$ cat src/plsc_strap.sv
// Shared constants and types of the LED and strap block, and the dual-purpose pin cell.
// Assumes one 25 MHz clock and a synchronous active-high reset shared by every file.

// ****************************************************************
// Package
// ****************************************************************
package plsc_pkg;
    localparam int STRAP_W = 5;
    localparam int HDATA_W = 32;

    // Register byte offsets.
    localparam logic [7:0] REG_CTRL_OFS = 8'h00;
    localparam logic [7:0] REG_STATUS_OFS = 8'h04;
    localparam logic [7:0] REG_ACTIVITY_OFS = 8'h08;

    // Control register fields.
    localparam int CTRL_ADDR_LSB = 0;
    localparam int CTRL_AUTONEG_BIT = 8;
    localparam int CTRL_FORCED_100_BIT = 9;
    localparam int CTRL_FORCED_FULL_BIT = 10;
    localparam int CTRL_ISOLATE_BIT = 12;

    // Status register fields.
    localparam int STAT_LINK_BIT = 0;
    localparam int STAT_SPEED_BIT = 1;
    localparam int STAT_FULL_BIT = 2;
    localparam int STAT_ISOLATE_BIT = 3;
    localparam int STAT_AN_DONE_BIT = 4;

    // Activity register fields.
    localparam int ACT_TX_BIT = 0;
    localparam int ACT_RX_BIT = 1;
    localparam int ACT_COL_BIT = 2;
    localparam int ACT_MATCH_BIT = 3;

    // Reset values of the control fields, and the strapped address that selects isolate.
    localparam logic RST_AUTONEG = 1'h1;
    localparam logic RST_FORCED_100 = 1'h1;
    localparam logic RST_FORCED_FULL = 1'h0;
    localparam logic [STRAP_W-1:0] ISOLATE_ADDR = 5'h00;

    // Indicator positions on the dual-purpose pins.
    localparam int PIN_DUPLEX = 0;
    localparam int PIN_COLLISION = 1;
    localparam int PIN_LINK = 2;
    localparam int PIN_TX = 3;
    localparam int PIN_RX = 4;

    // Register selected by the pending bus data phase.
    typedef enum logic [1:0] {
        SEL_CTRL,
        SEL_STATUS,
        SEL_ACTIVITY,
        SEL_NONE
    } plsc_sel_type;
endpackage

`timescale 1ns/100ps

// ****************************************************************
// Dual-purpose pin cell
// ****************************************************************
module plsc_strap_pins
    import plsc_pkg::*;
#(
    parameter int WIDTH = STRAP_W
) (
    // Clock and reset
    input wire logic core_clk,
    input wire logic sys_rst,
    // Indicator levels to show
    input wire logic [WIDTH-1:0] led_value,
    // Pin drive
    output logic [WIDTH-1:0] pin_out,
    output logic [WIDTH-1:0] pin_oe_n
);
    typedef struct packed {
        logic [WIDTH-1:0] out;
        logic [WIDTH-1:0] oe_n;
    } plsc_pin_type;

    plsc_pin_type state_q;
    plsc_pin_type state_d;
    logic [WIDTH-1:0] out_d;
    logic [WIDTH-1:0] oe_n_d;

    // Pins float during reset so the straps can be read, then turn into indicator outputs.
    for (genvar i = 0; i < WIDTH; i++) begin : g_pin
        assign out_d[i] = sys_rst ? 1'h0 : led_value[i];
        assign oe_n_d[i] = sys_rst;
    end

    always_comb begin
        state_d.out = out_d;
        state_d.oe_n = oe_n_d;
    end

    always_ff @(posedge core_clk) begin
        state_q <= state_d;
    end

    assign pin_out = state_q.out;
    assign pin_oe_n = state_q.oe_n;
endmodule // plsc_strap_pins

$ cat src/plsc_top.sv
// Status indicator and address strap control of a 10/100 transceiver, with an AHB-Lite register slave.
// Assumes core_clk is the 25 MHz reference and sys_rst is synchronous; the straps are stable during reset.
//
// Contract
// - Speed indicator is high at 100 Mb/s and low at 10 Mb/s.
// - Transmit indicator is on during transmit activity, off otherwise.
// - Receive indicator is on during receive activity, off otherwise.
// - Duplex indicator shows full-duplex operation of the link.
// - Collision indicator shows collisions, only in half-duplex mode.
// - Link indicator shows good link at either speed.
// - Five address straps are sampled at reset into the control register.
// - Every five-bit strapped address, zero included, is a valid address.
// - A strapped address of zero at reset selects isolate mode.
// - Software writing address zero later does not select isolate mode.
// - After reset the strap pins become indicator outputs.
// - Transmit driver signalling follows forced setting or negotiation result.
// - Receive path signalling follows forced setting or negotiation result.

`timescale 1ns/100ps

module plsc_top
    import plsc_pkg::*;
(
    // Clock and reset
    input wire logic core_clk,
    input wire logic sys_rst,
    // AHB-Lite slave
    input wire logic hsel,
    input wire logic [31:0] haddr,
    input wire logic [1:0] htrans,
    input wire logic hwrite,
    input wire logic [2:0] hsize,
    input wire logic [HDATA_W-1:0] hwdata,
    input wire logic hready,
    output logic hreadyout,
    output logic hresp,
    output logic [HDATA_W-1:0] hrdata,
    // Link state from the transceiver core
    input wire logic link_up,
    input wire logic an_done,
    input wire logic an_speed_100,
    input wire logic an_full_duplex,
    input wire logic tx_active,
    input wire logic rx_active,
    input wire logic collision_detect,
    // Management frame address check
    input wire logic mgmt_frame_valid,
    input wire logic [STRAP_W-1:0] mgmt_frame_addr,
    output logic mgmt_addr_match,
    // Dual-purpose strap and indicator pins
    input wire logic [STRAP_W-1:0] station_address_strap_in,
    output logic [STRAP_W-1:0] station_address_strap_out,
    output logic [STRAP_W-1:0] station_address_strap_oe_n,
    // Dedicated indicator and line configuration
    output logic speed_indicator,
    output logic line_tx_pair_100,
    output logic line_rx_pair_100,
    output logic mii_isolate
);

    // ****************************************************************
    // State
    // ****************************************************************
    typedef struct packed {
        logic [STRAP_W-1:0] station_addr;
        logic autoneg_en;
        logic forced_100;
        logic forced_full;
        logic isolate;
        logic ph_pend;
        logic ph_write;
        plsc_sel_type ph_sel;
        logic hreadyout;
        logic [HDATA_W-1:0] hrdata;
        logic speed_ind;
        logic tx_sig_100;
        logic rx_sig_100;
        logic addr_match;
    } plsc_regs_type;

    plsc_regs_type state_q;
    plsc_regs_type state_d;

    logic res_speed_100;
    logic res_full;
    logic bus_take;
    logic [STRAP_W-1:0] led_value;
    logic [HDATA_W-1:0] ctrl_word;
    logic [HDATA_W-1:0] status_word;
    logic [HDATA_W-1:0] activity_word;

    // ****************************************************************
    // Speed and duplex resolution
    // ****************************************************************
    // Negotiation results are trusted only once negotiation has finished.
    // Until then the forced setting stands, so the line never swings on a half-made decision.
    always_comb begin
        if (state_q.autoneg_en && an_done) begin
            res_speed_100 = an_speed_100;
            res_full = an_full_duplex;
        end else begin
            res_speed_100 = state_q.forced_100;
            res_full = state_q.forced_full;
        end
    end

    // ****************************************************************
    // Indicator levels
    // ****************************************************************
    always_comb begin
        led_value = '0;
        led_value[PIN_DUPLEX] = link_up && res_full;
        led_value[PIN_COLLISION] = collision_detect && !res_full;
        led_value[PIN_LINK] = link_up;
        led_value[PIN_TX] = tx_active;
        led_value[PIN_RX] = rx_active;
    end

    // ****************************************************************
    // Register read words
    // ****************************************************************
    always_comb begin
        ctrl_word = '0;
        ctrl_word[CTRL_ADDR_LSB +: STRAP_W] = state_q.station_addr;
        ctrl_word[CTRL_AUTONEG_BIT] = state_q.autoneg_en;
        ctrl_word[CTRL_FORCED_100_BIT] = state_q.forced_100;
        ctrl_word[CTRL_FORCED_FULL_BIT] = state_q.forced_full;
        ctrl_word[CTRL_ISOLATE_BIT] = state_q.isolate;
        status_word = '0;
        status_word[STAT_LINK_BIT] = link_up;
        status_word[STAT_SPEED_BIT] = res_speed_100;
        status_word[STAT_FULL_BIT] = res_full;
        status_word[STAT_ISOLATE_BIT] = state_q.isolate;
        status_word[STAT_AN_DONE_BIT] = an_done;
        activity_word = '0;
        activity_word[ACT_TX_BIT] = tx_active;
        activity_word[ACT_RX_BIT] = rx_active;
        activity_word[ACT_COL_BIT] = collision_detect;
        activity_word[ACT_MATCH_BIT] = state_q.addr_match;
    end

    assign bus_take = hsel && htrans[1] && hready;

    // ****************************************************************
    // Next state
    // ****************************************************************
    always_comb begin
        state_d = state_q;

        // Line signalling follows the resolved speed.
        state_d.speed_ind = res_speed_100;
        state_d.tx_sig_100 = res_speed_100;
        state_d.rx_sig_100 = res_speed_100;

        // No address is special here; zero answers like any other.
        state_d.addr_match = mgmt_frame_valid && (mgmt_frame_addr == state_q.station_addr);

        // Every transfer takes one wait state so read data can leave a flip-flop.
        if (state_q.ph_pend) begin
            state_d.ph_pend = 1'h0;
            state_d.hreadyout = 1'h1;
            if (state_q.ph_write) begin
                if (state_q.ph_sel == SEL_CTRL) begin
                    // Writing any address, zero included, sets isolate from the written isolate bit alone.
                    state_d.station_addr = hwdata[CTRL_ADDR_LSB +: STRAP_W];
                    state_d.autoneg_en = hwdata[CTRL_AUTONEG_BIT];
                    state_d.forced_100 = hwdata[CTRL_FORCED_100_BIT];
                    state_d.forced_full = hwdata[CTRL_FORCED_FULL_BIT];
                    state_d.isolate = hwdata[CTRL_ISOLATE_BIT];
                end
            end else begin
                unique case (state_q.ph_sel)
                    SEL_CTRL: begin
                        state_d.hrdata = ctrl_word;
                    end
                    SEL_STATUS: begin
                        state_d.hrdata = status_word;
                    end
                    SEL_ACTIVITY: begin
                        state_d.hrdata = activity_word;
                    end
                    SEL_NONE: begin
                        state_d.hrdata = '0;
                    end
                endcase
            end
        end else if (bus_take) begin
            state_d.ph_pend = 1'h1;
            state_d.hreadyout = 1'h0;
            state_d.ph_write = hwrite;
            if (haddr[31:8] != 24'h000000) begin
                state_d.ph_sel = SEL_NONE;
            end else if (haddr[7:0] == REG_CTRL_OFS) begin
                state_d.ph_sel = SEL_CTRL;
            end else if (haddr[7:0] == REG_STATUS_OFS) begin
                state_d.ph_sel = SEL_STATUS;
            end else if (haddr[7:0] == REG_ACTIVITY_OFS) begin
                state_d.ph_sel = SEL_ACTIVITY;
            end else begin
                state_d.ph_sel = SEL_NONE;
            end
        end

        // Reset catches the straps on every cycle it is held, so the last cycle wins.
        if (sys_rst) begin
            state_d = '0;
            state_d.station_addr = station_address_strap_in;
            state_d.isolate = (station_address_strap_in == ISOLATE_ADDR);
            state_d.autoneg_en = RST_AUTONEG;
            state_d.forced_100 = RST_FORCED_100;
            state_d.forced_full = RST_FORCED_FULL;
            state_d.ph_sel = SEL_NONE;
            state_d.hreadyout = 1'h1;
        end
    end

    always_ff @(posedge core_clk) begin
        state_q <= state_d;
    end

    // ****************************************************************
    // Dual-purpose pins
    // ****************************************************************
    plsc_strap_pins #(
        .WIDTH(STRAP_W)
    ) u_pins (
        .core_clk(core_clk),
        .sys_rst(sys_rst),
        .led_value(led_value),
        .pin_out(station_address_strap_out),
        .pin_oe_n(station_address_strap_oe_n)
    );

    // ****************************************************************
    // Outputs
    // ****************************************************************
    // The response is always OKAY; a constant needs no flip-flop of its own.
    assign hresp = 1'h0;
    assign hreadyout = state_q.hreadyout;
    assign hrdata = state_q.hrdata;
    assign mgmt_addr_match = state_q.addr_match;
    assign speed_indicator = state_q.speed_ind;
    assign line_tx_pair_100 = state_q.tx_sig_100;
    assign line_rx_pair_100 = state_q.rx_sig_100;
    assign mii_isolate = state_q.isolate;
endmodule // plsc_top

$ cat config.mk
export PLATFORM = sky130hd
export DESIGN_NAME = plsc_top
export DESIGN_NICKNAME = d
export VERILOG_FILES = /design/src/plsc_strap.sv /design/src/plsc_top.sv
export SDC_FILE = /design/constraint.sdc
export NUM_CORES = 1
export LEC_CHECK = 0
export ABC_AREA = 1
export ABC_CLOCK_PERIOD_IN_PS = 1400
export BUFFER_PORTS_ARGS = -buffer_cell sky130_fd_sc_hd__buf_2
export CORE_MARGIN = 5
export CORE_UTILIZATION = 39
export CTS_CLUSTER_SIZE = 28
export DETAILED_ROUTE_END_ITERATION = 8
export PLACE_DENSITY_LB_ADDON = 0.3
export SKIP_LAST_GASP = 1
export SLEW_MARGIN = 20
export SYNTH_ARGS = -nofsm -noshare
export SYNTH_HDL_FRONTEND = slang
export SYNTH_SLANG_ARGS = --single-unit
$ cat constraint.sdc
create_clock -name core_clk -period 1.4 [get_ports core_clk]
set_input_delay 0.14 -clock core_clk [delete_from_list [all_inputs] [get_ports core_clk]]
set_output_delay 0.14 -clock core_clk [all_outputs]
set_load 0.02 [all_outputs]
==> impl_metrics.toml, run 1 <==
[power_and_ir_drop]
leakage_uw = 0.00108
combPwrFrac_pct = 16.3
switching_share_pct = 27.3
vdd_drop_max_v = 0.000427
internal-power_uw = 1460
powerDensity_nw_per_um2 = 947
p_sw_uw = 548
seq_power_share_pct = 47.8
p_clk_share_pct = 35.9

[cells_and_area]
multi_input_area_um2 = 727
utilization_pct = 49.1
nNetsFinal = 402
syn2layout_area_growth_pct = 23.6
fillers = 500
drive_above_1_share_pct = 35.7
regArea_um2 = 681
n_antenna_cell = 0

[global_routing]
grt_max_degree = 17
track_usage_pct = 14.2
overflow = 0
grt_pass1_vias = 1571
grt_pass1_wl_mm = 6.72
grt_antenna_before_repair = 0

[timing]
rsz0062_at_grt = "no"
fmax_mhz = 818
setup_viol = 0
fin_crit_sh_pct = 87.4
finalCriticalPeriod_ns = 1.22
finalHoldViolations = 0
setup_tns_ns = 0
final_max_slew_viol_count = 0
holdWs_ns = 0.0682
skew_ns = 0.00536

[die]
dieArea_um2 = 5830
die_width_um = 76.3
ios = 141
start_util_pct = 39.7
die_h_um = 76.3
rows = 24
coreArea_um2 = 4320

[synthesis]
synthFlopType = "dfxtp_1"
ys_warn_count = 0
netlist_instances = 230
ys_async_sr_fraction_pct = 0
synth_top_area_cell = "dfxtp_1"
netlist.area_leader.share_pct = 29.2
syn_area_um2 = 1720
synth_edf_count = 6
synth_cell_types = 30
postSynthAreaPerCell_um2 = 7.46
ys_top_cells_by_area = "dfxtp_1 (29%), buf_4 (17%), edfxtp_1 (10%)"
synth_commonest_cells = "nand2_1 (44), buf_4 (39), nor2_1 (34)"
ys_ff_latch = 31
yosys.cell_count.top_type = "nand2_1"
ys_seq_area_share_pct = 39.7

[clock_tree]
cts_tree = "yes"
numCtsBuffers = 5
h-tree-depth = 2
clockRootBuffer = "clkbuf_8"
cts_hold_buf = 0
clk_path_buf_depth = 2
clk_latency_ns = 0.28
cts.clk_slew.worst_paths_ns = 0.06
cts_sinks = 31

[placement]
post-dp-hpwl_mm = 3.45
portBuffers = 89
gp_congestion = 0.750

[min_path]
hold_path.class = "primary input to flip-flop"

[setup_path]
crit_path_cell_trace = "nor2_4 -> inv_2 -> nor3_4 -> inv_1 -> nand2_2"
critPathArrivalTime_ns = 1.21
r2r_setup_slack_ns = 0.18
critPathLaunchType = "flip-flop"
cpPeakStageDelay_ns = 0.33
crit_type = "flip-flop to flip-flop"
crit_buf_inv = 2
cp_max_fo = 6
worst_path_max_delay_cell = "dfxtp_1"
endpoint_kind = "flip-flop"
path_delay_family = "simple AND/OR/NAND/NOR gates"
cp.required_ns = 1.39

[routing]
drt-pass1-iter-count = 4
postRouteAntennaNets = 0
wl_per_cell_um = 11.4
vias_per_cell = 4.33
drtIter0Drc = 35
vias = 1571
finalWirelength_mm = 4.14
drc_errors = 0

[job]
drv_cap = 0

[status]
status = "complete, no violations"
## per-layer routing
metal / wire (um) / up-vias / share of wire (%) / global-route usage (%)
met5: 0 / - / 0 / 0
met4: 81 / 0 / 2.0 / 6.29
met3: 264 / 7 / 6.4 / 4.85
met2: 2100 / 50 / 51 / 24.7
met1: 1690 / 677 / 41 / 15.6
li1: - / 837 / - / -
## final timing paths
path,end,startpoint,depth (start not counted)
setup / recovery,ctrl_word[3]$_DFFE_PP_,state_q[38]$_SDFFE_PP1P_,5
hold / removal,ctrl_word[8]$_SDFFE_PP1P_,hwdata[8],3
setup reg to reg,ctrl_word[3]$_DFFE_PP_,state_q[38]$_SDFFE_PP1P_,5
hold reg to reg,hreadyout$_SDFFE_PP1P_,hreadyout$_SDFFE_PP1P_,2
## through the flow
step           power (uW)  instances  cell area [um^2]  setup slack [ns]
2_1_floorplan        1230        253              1800             0.139
3_3_place_gp         1300        355              2030             0.114
3_5_place_dp         1310        355              2030            0.0923
4_1_cts              2040        363              2120            0.0848
5_1_grt              2110        363              2120            0.0815
6_report             2010        363              2120             0.177
## kinds of logic (layout without fill, tap and decap cells)
logic type	after synthesis	count (layout)	share of synthesized area, %
AOI/OAI and AO/OA	33	33	11.3
and+or+nand+nor	100	100	25.1
DFF	31	31	39.6
buffers and inverters	64	122	23.2
xor gates and xnor gates	1	1	0.510
other	1	24	0.218
## final cells by class
cell class / count / area share [%]
clock buffers: 7 / 4.07
clock inverters: 1 / 0.236
inverters: 20 / 3.54
multi-input cells: 158 / 34.3
flip-flops and latches: 31 / 32.1
well taps: 52 / 3.07
repair buffers: 94 / 22.8
## power groups by stage
stage	Sequential [uW]	Combinational [uW]	Clock [uW]
3_3_place_gp	980	323	0
3_5_place_dp	982	327	0
4_1_cts	962	328	746
2_1_floorplan	996	236	0
5_1_grt	966	363	782
6_report	961	328	721
## state kept, by name, summed over array words and instances, names as in the netlist
register          cells
u_pins.pin_out        5
mgmt_addr_match       1
mii_isolate           1
hrdata                9
ctrl_word             8
hreadyout             1
state_q               4
u_pins.pin_oe_n       1
line_rx_pair_100      1
## layout by cell type, fill, tap and decap left out, types with 2 or more instances in the layout
master    count
o21ai_0       9
nand4_1       2
edfxtp_1      6
a31oi_1       4
a21oi_1      11
clkbuf_8      6
buf_2        89
nand3_1      15
inv_1        17
nand2_2       2
conb_1       24
buf_4         5
o211ai_1      2
nor2_1       34
inv_2         3
dfxtp_1      25
nor2_4        2
nand2_1      43
## timing repair
item / 4_1_cts / 5_1_grt
endpoints found under the setup margin: 0 / 2
gates resized for setup: 0 / 1
buffers inserted: 0 / 0
## tightest hold or removal path, cell delays in order
cell     delay [ns]
buf_2          0.07
nand2_1        0.04
nand3_1        0.06
Note: power is estimated with default switching activity, not from simulation.
==> inputs of run 2 (changes only) <==
Settings changed: HOLD_SLACK_MARGIN from default to 0.15.
==> run 2 against run 1 <==
Against the previous run:
- utilization grew 3.0 points
- final area rose by 6.1%
- clock skew grew 0.00054 ns
- sequential power about the same
- clock power about the same
- largest cell class unchanged
- first-iteration DRC count is 20% higher
- cell count is 3.6% higher
==> impl_metrics.toml, run 2 (same netlist as run 1, synthesis figures left out) <==
[status]
status = "complete, no violations"

[power_and_ir_drop]
vdd_drop_max_v = 0.000426
total_power_uw = 2040
powerDensity_nw_per_um2 = 905
leakage_uw = 0.00114

[die]
start_util_pct = 39.7
rows = 24
dieArea_um2 = 5830
die_h_um = 76.3
ios = 141
coreArea_um2 = 4320
die_width_um = 76.3

[routing]
finalWirelength_mm = 4.22
vias = 1614
postRouteAntennaNets = 0
vias_per_cell = 4.29
drtIter0Drc = 42
drc_errors = 0
wl_per_cell_um = 11.2
drt-pass1-iter-count = 4

[clock_tree]
h-tree-depth = 2
clk_path_buf_depth = 2
post_cts.repair.setup_buffers = 0
numCtsBuffers = 5
clockRootBuffer = "clkbuf_8"
cts_sinks = 31
cts.clk_slew.worst_paths_ns = 0.06
cts_tree = "yes"
clk_latency_ns = 0.28

[setup_path]
critPathArrivalTime_ns = 1.21
cp_max_fo = 6
endpoint_kind = "flip-flop"
r2r_start = "state_q[38]$_SDFFE_PP1P_"
cp.required_ns = 1.39
crit_type = "flip-flop to flip-flop"
startpoint = "state_q[38]$_SDFFE_PP1P_"
critPathLaunchType = "flip-flop"

[timing]
finalHoldViolations = 0
skew_ns = 0.00589
rsz0062_at_grt = "no"
fin_ws_ns = 0.177
fin_crit_sh_pct = 87.3
setup_tns_ns = 0
finalCriticalPeriod_ns = 1.22
setup_viol = 0
final_max_slew_viol_count = 0
fmax_mhz = 818

[cells_and_area]
syn2layout_area_growth_pct = 31.2
n_antenna_cell = 0
nNetsFinal = 415
layout_commonest_cell = "buf_2"
layout_common_cells = "buf_2 (89), nand2_1 (43), nor2_1 (34)"
fillers = 483
drive_above_1_share_pct = 34.3
largest_reg_flops = 9

[global_routing]
grt_pass1_vias = 1613
grt_max_degree = 17
grt_antenna_before_repair = 0
track_usage_pct = 14.5
grt_pass1_wl_mm = 6.87
overflow = 0

[min_path]
hold_path.class = "primary input to flip-flop"
worstHoldStart = "station_address_strap_in[3]"

[placement]
portBuffers = 89
post-dp-hpwl_mm = 3.45
gp_congestion = 0.750
dpl_worst_slack_ns = 0.0923

[job]
drv_cap = 0
==> run 2: cell count changes in the layout (fill, tap and decap cells not counted), sizes merged <==
| cell | before | now |
|---|---|---|
| dlygate4sd3 | 0 | 13 |
==> run 2: critical path: stages, from the launching register on <==
cell and delay (ns):
dfxtp_1 0.33, nor2_4 0.16, inv_2 0.07, nor3_4 0.12, inv_1 0.10, nand2_2 0.14
==> run 2: worst paths after layout <==
check | to | slack [ns] | depth (start not counted)
worst max-delay path | ctrl_word[3]$_DFFE_PP_ | 0.18 | 5
worst max register to register | ctrl_word[3]$_DFFE_PP_ | 0.18 | 5
worst min-delay path | ctrl_word[3]$_DFFE_PP_ | 0.15 | 3
worst min register to register | hreadyout$_SDFFE_PP1P_ | 0.46 | 2
==> run 2: per-stage QoR <==
step                      hold WS (ns)  util, %  std cells  area (um^2)
after floorplan                  0.168        -        253         1800
after global placement           0.357     46.9        355         2030
after detailed placement         0.356     46.9        355         2030
after CTS                        0.150     52.0        376         2250
after global routing             0.174     52.1        376         2250
final                            0.152     52.1        376         2250
==> run 2: repair_timing <==
item                                    4_1_cts  5_1_grt
resized for setup                             0        1
endpoints found under the setup margin        0        2
hold endpoints to repair                     13        0
hold buffers                                 13        0
==> run 2: cell type report <==
| class | instances | area [um^2] | area share, % |
|---|---|---|---|
| flip-flops and latches | 31 | 681 | 30.2 |
| clock buffers | 7 | 86.3 | 3.83 |
| well taps | 52 | 65.1 | 2.89 |
| clock inverters | 1 | 5.00 | 0.222 |
| inverters | 20 | 75.1 | 3.33 |
| repair buffers | 107 | 613 | 27.2 |
| multi-input cells | 158 | 727 | 32.3 |
==> run 2: where the power goes <==
group          leakage [uW]  total [uW]  switching, uW  internal [uW]
clock network     0.0000482         721            325            396
logic              0.000824         356            209            147
registers          0.000265         961           18.7            943
total               0.00114        2040            552           1490
==> run 2: metal layers <==
layer / routed length [um] / track usage [%]
met3: 276 / 4.85
met4: 80 / 6.29
met2: 2150 / 25.4
met1: 1710 / 15.8
met5: 0 / 0
==> inputs of run 3 (changes only) <==
Settings changed: ABC_AREA 1 to default, CORE_MARGIN 5 to 2, CORE_UTILIZATION 39 to 40, CTS_BUF_LIST from default to sky130_fd_sc_hd__clkbuf_2.
==> run 3 against run 2 <==
Against the previous run:
- highest routed layer unchanged
- sequential power about the same
- sequential share of layout area down 1.1 points
- clock-buffer cell count down 1
- flip-flop and latch count unchanged
- synthesized area down 2.6%
- final area up 4.0%
==> impl_metrics.toml, run 3 <==
[synthesis]
yosys.cell_count.top_type = "buf_4"
synth_top_family_by_area = "simple AND/OR/NAND/NOR gates"
ys_ff_latch = 31
synth-compound-area-share_pct = 13.0
ys_async_sr_fraction_pct = 0
ys_top_cells_by_area = "dfxtp_1 (30%), buf_4 (18%), edfxtp_1 (11%)"
synthMuxAreaShare_pct = 2.99
synthAdderAreaFrac_pct = 0
synth_top_area_cell = "dfxtp_1"
ys_warn_count = 0
synth_commonest_cells = "buf_4 (41), dfxtp_1 (25), nor2_1 (17)"
postSynthAreaPerCell_um2 = 9.24
netlist_instances = 181
ys_seq_area_share_pct = 40.7
syn_area_um2 = 1670
synth_edf_count = 6
synth_cell_types = 38
synth-xor-area-share_pct = 2.62
synthFlopType = "dfxtp_1"
netlist.area_leader.share_pct = 29.9
synthSimpleGateAreaFrac_pct = 20.4

[timing]
finalCriticalPeriod_ns = 1.35
fin_crit_sh_pct = 96.4
setup_viol = 0
skew_ns = 0.00765
finalHoldViolations = 0
rsz0062_at_grt = "no"
fmax_mhz = 741
final_max_slew_viol_count = 0
setup_tns_ns = 0

[setup_path]
reg2reg_depth = 3
endpoint_kind = "flip-flop"
worstReg2RegEnd = "line_rx_pair_100$_SDFF_PP0_"
critPathArrivalTime_ns = 1.64
crit_type = "primary input to flip-flop"
cp.required_ns = 1.69
critPathLaunchType = "primary input"
r2r_setup_slack_ns = 0.10
startpoint = "an_done"
r2r_start = "ctrl_word[8]$_SDFFE_PP1P_"
cp_max_fo = 5

[clock_tree]
cts.clk_slew.worst_paths_ns = 0.14
clk_path_buf_depth = 2
cts_sinks = 31
clk_latency_ns = 0.36
h-tree-depth = 2
cts_tree = "yes"
numCtsBuffers = 5
clockRootBuffer = "clkbuf_2"
post_cts.repair.setup_buffers = 0

[global_routing]
grt_antenna_before_repair = 0
use_met2_pct = 31.6
grtUsageMet3_pct = 5.68
track_usage_pct = 17.5
grt_pass1_vias = 1451
grt_max_degree = 20
grt_pass1_wl_mm = 6.09
top_usage_layer = "met2"
overflow = 0
use_met1_pct = 18.7

[power_and_ir_drop]
total_power_uw = 1740
vdd_drop_max_v = 0.000364
switching_share_pct = 28.3
leakage_uw = 0.00111
combPwrFrac_pct = 21.4
internal-power_uw = 1240
seq_power_share_pct = 55.2
p_sw_uw = 492
p_clk_share_pct = 23.4
powerDensity_nw_per_um2 = 741

[placement]
gp_congestion = 0.749
portBuffers = 89
post-dp-hpwl_mm = 2.83

[routing]
finalWirelength_mm = 3.87
vias_per_cell = 4.52
vias = 1552
postRouteAntennaNets = 0
drc_errors = 0
drt-pass1-iter-count = 4
wl_per_cell_um = 11.3
drtIter0Drc = 62

[die]
coreArea_um2 = 4000
ios = 141
dieArea_um2 = 4710
die_width_um = 68.6
start_util_pct = 41.8
rows = 23
die_h_um = 68.6

[status]
status = "complete, no violations"

[cells_and_area]
regArea_um2 = 682
utilization_pct = 58.6
layout_common_cells = "buf_2 (89), dlygate4sd3_1 (31), conb_1 (24), dfxtp_1 (24), nor2_1 (17)"
n_antenna_cell = 0
largest_reg_flops = 9
fillers = 375
drive_above_1_share_pct = 36.9
multi_input_area_um2 = 743
nNetsFinal = 384
layout_commonest_cell = "buf_2"
syn2layout_area_growth_pct = 40.1

[min_path]
hold_path.class = "primary input to flip-flop"
hold_depth = 3
hold_end = "state_q[40]$_SDFF_PP0_"
worstHoldStart = "hready"

[job]
drv_cap = 0
[run 3: cell types whose count changed after synthesis, moves of 8 or more]
cell	change
nand2_1	-32
inv_1	-17
nor2_1	-17
nand3_1	-12
nor2b_1	+8
o21ai_0	-8
[run 3: cells by family after synthesis]
logic type      count (synthesis)
compound gates                 29
xor+xnor                        5
buf+inv                        47
flops                          31
mux                             5
other cells                     1
simple gates                   63
[run 3: area by class of cell]
class | instances | share of cell area [%]
Timing Repair Buffer | 128 | 34.8
Multi-Input combinational cell | 126 | 31.7
Sequential cell | 31 | 29.1
Tap cell | 50 | 2.67
Clock buffer | 6 | 1.28
Clock inverter | 2 | 0.374
[run 3: power by group through the flow]
stage | logic [uW] | registers [uW] | clock network, uW
floorplan | 220 | 993 | 0
global placement | 300 | 978 | 0
detailed placement | 301 | 979 | 0
CTS | 369 | 960 | 427
global route | 407 | 965 | 476
finish | 371 | 959 | 406
[run 3: timing repair]
| action | 4_1_cts | 5_1_grt |
|---|---|---|
| endpoints found under the hold margin | 24 | 0 |
| hold buffers | 31 | 0 |
| resized for setup | 0 | 1 |
| endpoints found under the setup margin | 0 | 1 |
[run 3: worst max path at each step]
stage / endpoint
6_report: line_rx_pair_100$_SDFF_PP0_
5_1_grt: line_rx_pair_100$_SDFF_PP0_
4_1_cts: line_rx_pair_100$_SDFF_PP0_
3_5_place_dp: ctrl_word[8]$_SDFFE_PP1P_
3_3_place_gp: ctrl_word[4]$_DFFE_PP_
2_1_floorplan: ctrl_word[0]$_DFFE_PP_
[run 3: routing by layer]
layer | up-vias | share of wire (%)
met5 | - | 0
met2 | 65 | 52
met3 | 10 | 7.5
met4 | 0 | 1.8
li1 | 792 | -
met1 | 685 | 39
[run 3: through the flow]
| step | cells | area, um^2 | hold WS (ns) | setup slack [ns] |
|---|---|---|---|---|
| 3_3_place_gp | 304 | 1990 | 0.348 | 0.144 |
| 6_report | 343 | 2340 | 0.205 | 0.0501 |
| 2_1_floorplan | 204 | 1760 | 0.168 | 0.0149 |
| 3_5_place_dp | 304 | 1990 | 0.348 | 0.144 |
| 5_1_grt | 343 | 2340 | 0.178 | 0.0106 |
| 4_1_cts | 343 | 2340 | 0.185 | 0.0175 |
[run 3: worst max-delay path, cell delays in order]
cell and delay [ns]:
dlygate4sd3_1 0.52, buf_2 0.15, nand3_1 0.10, dlygate4sd3_1 0.57, a21oi_1 0.16
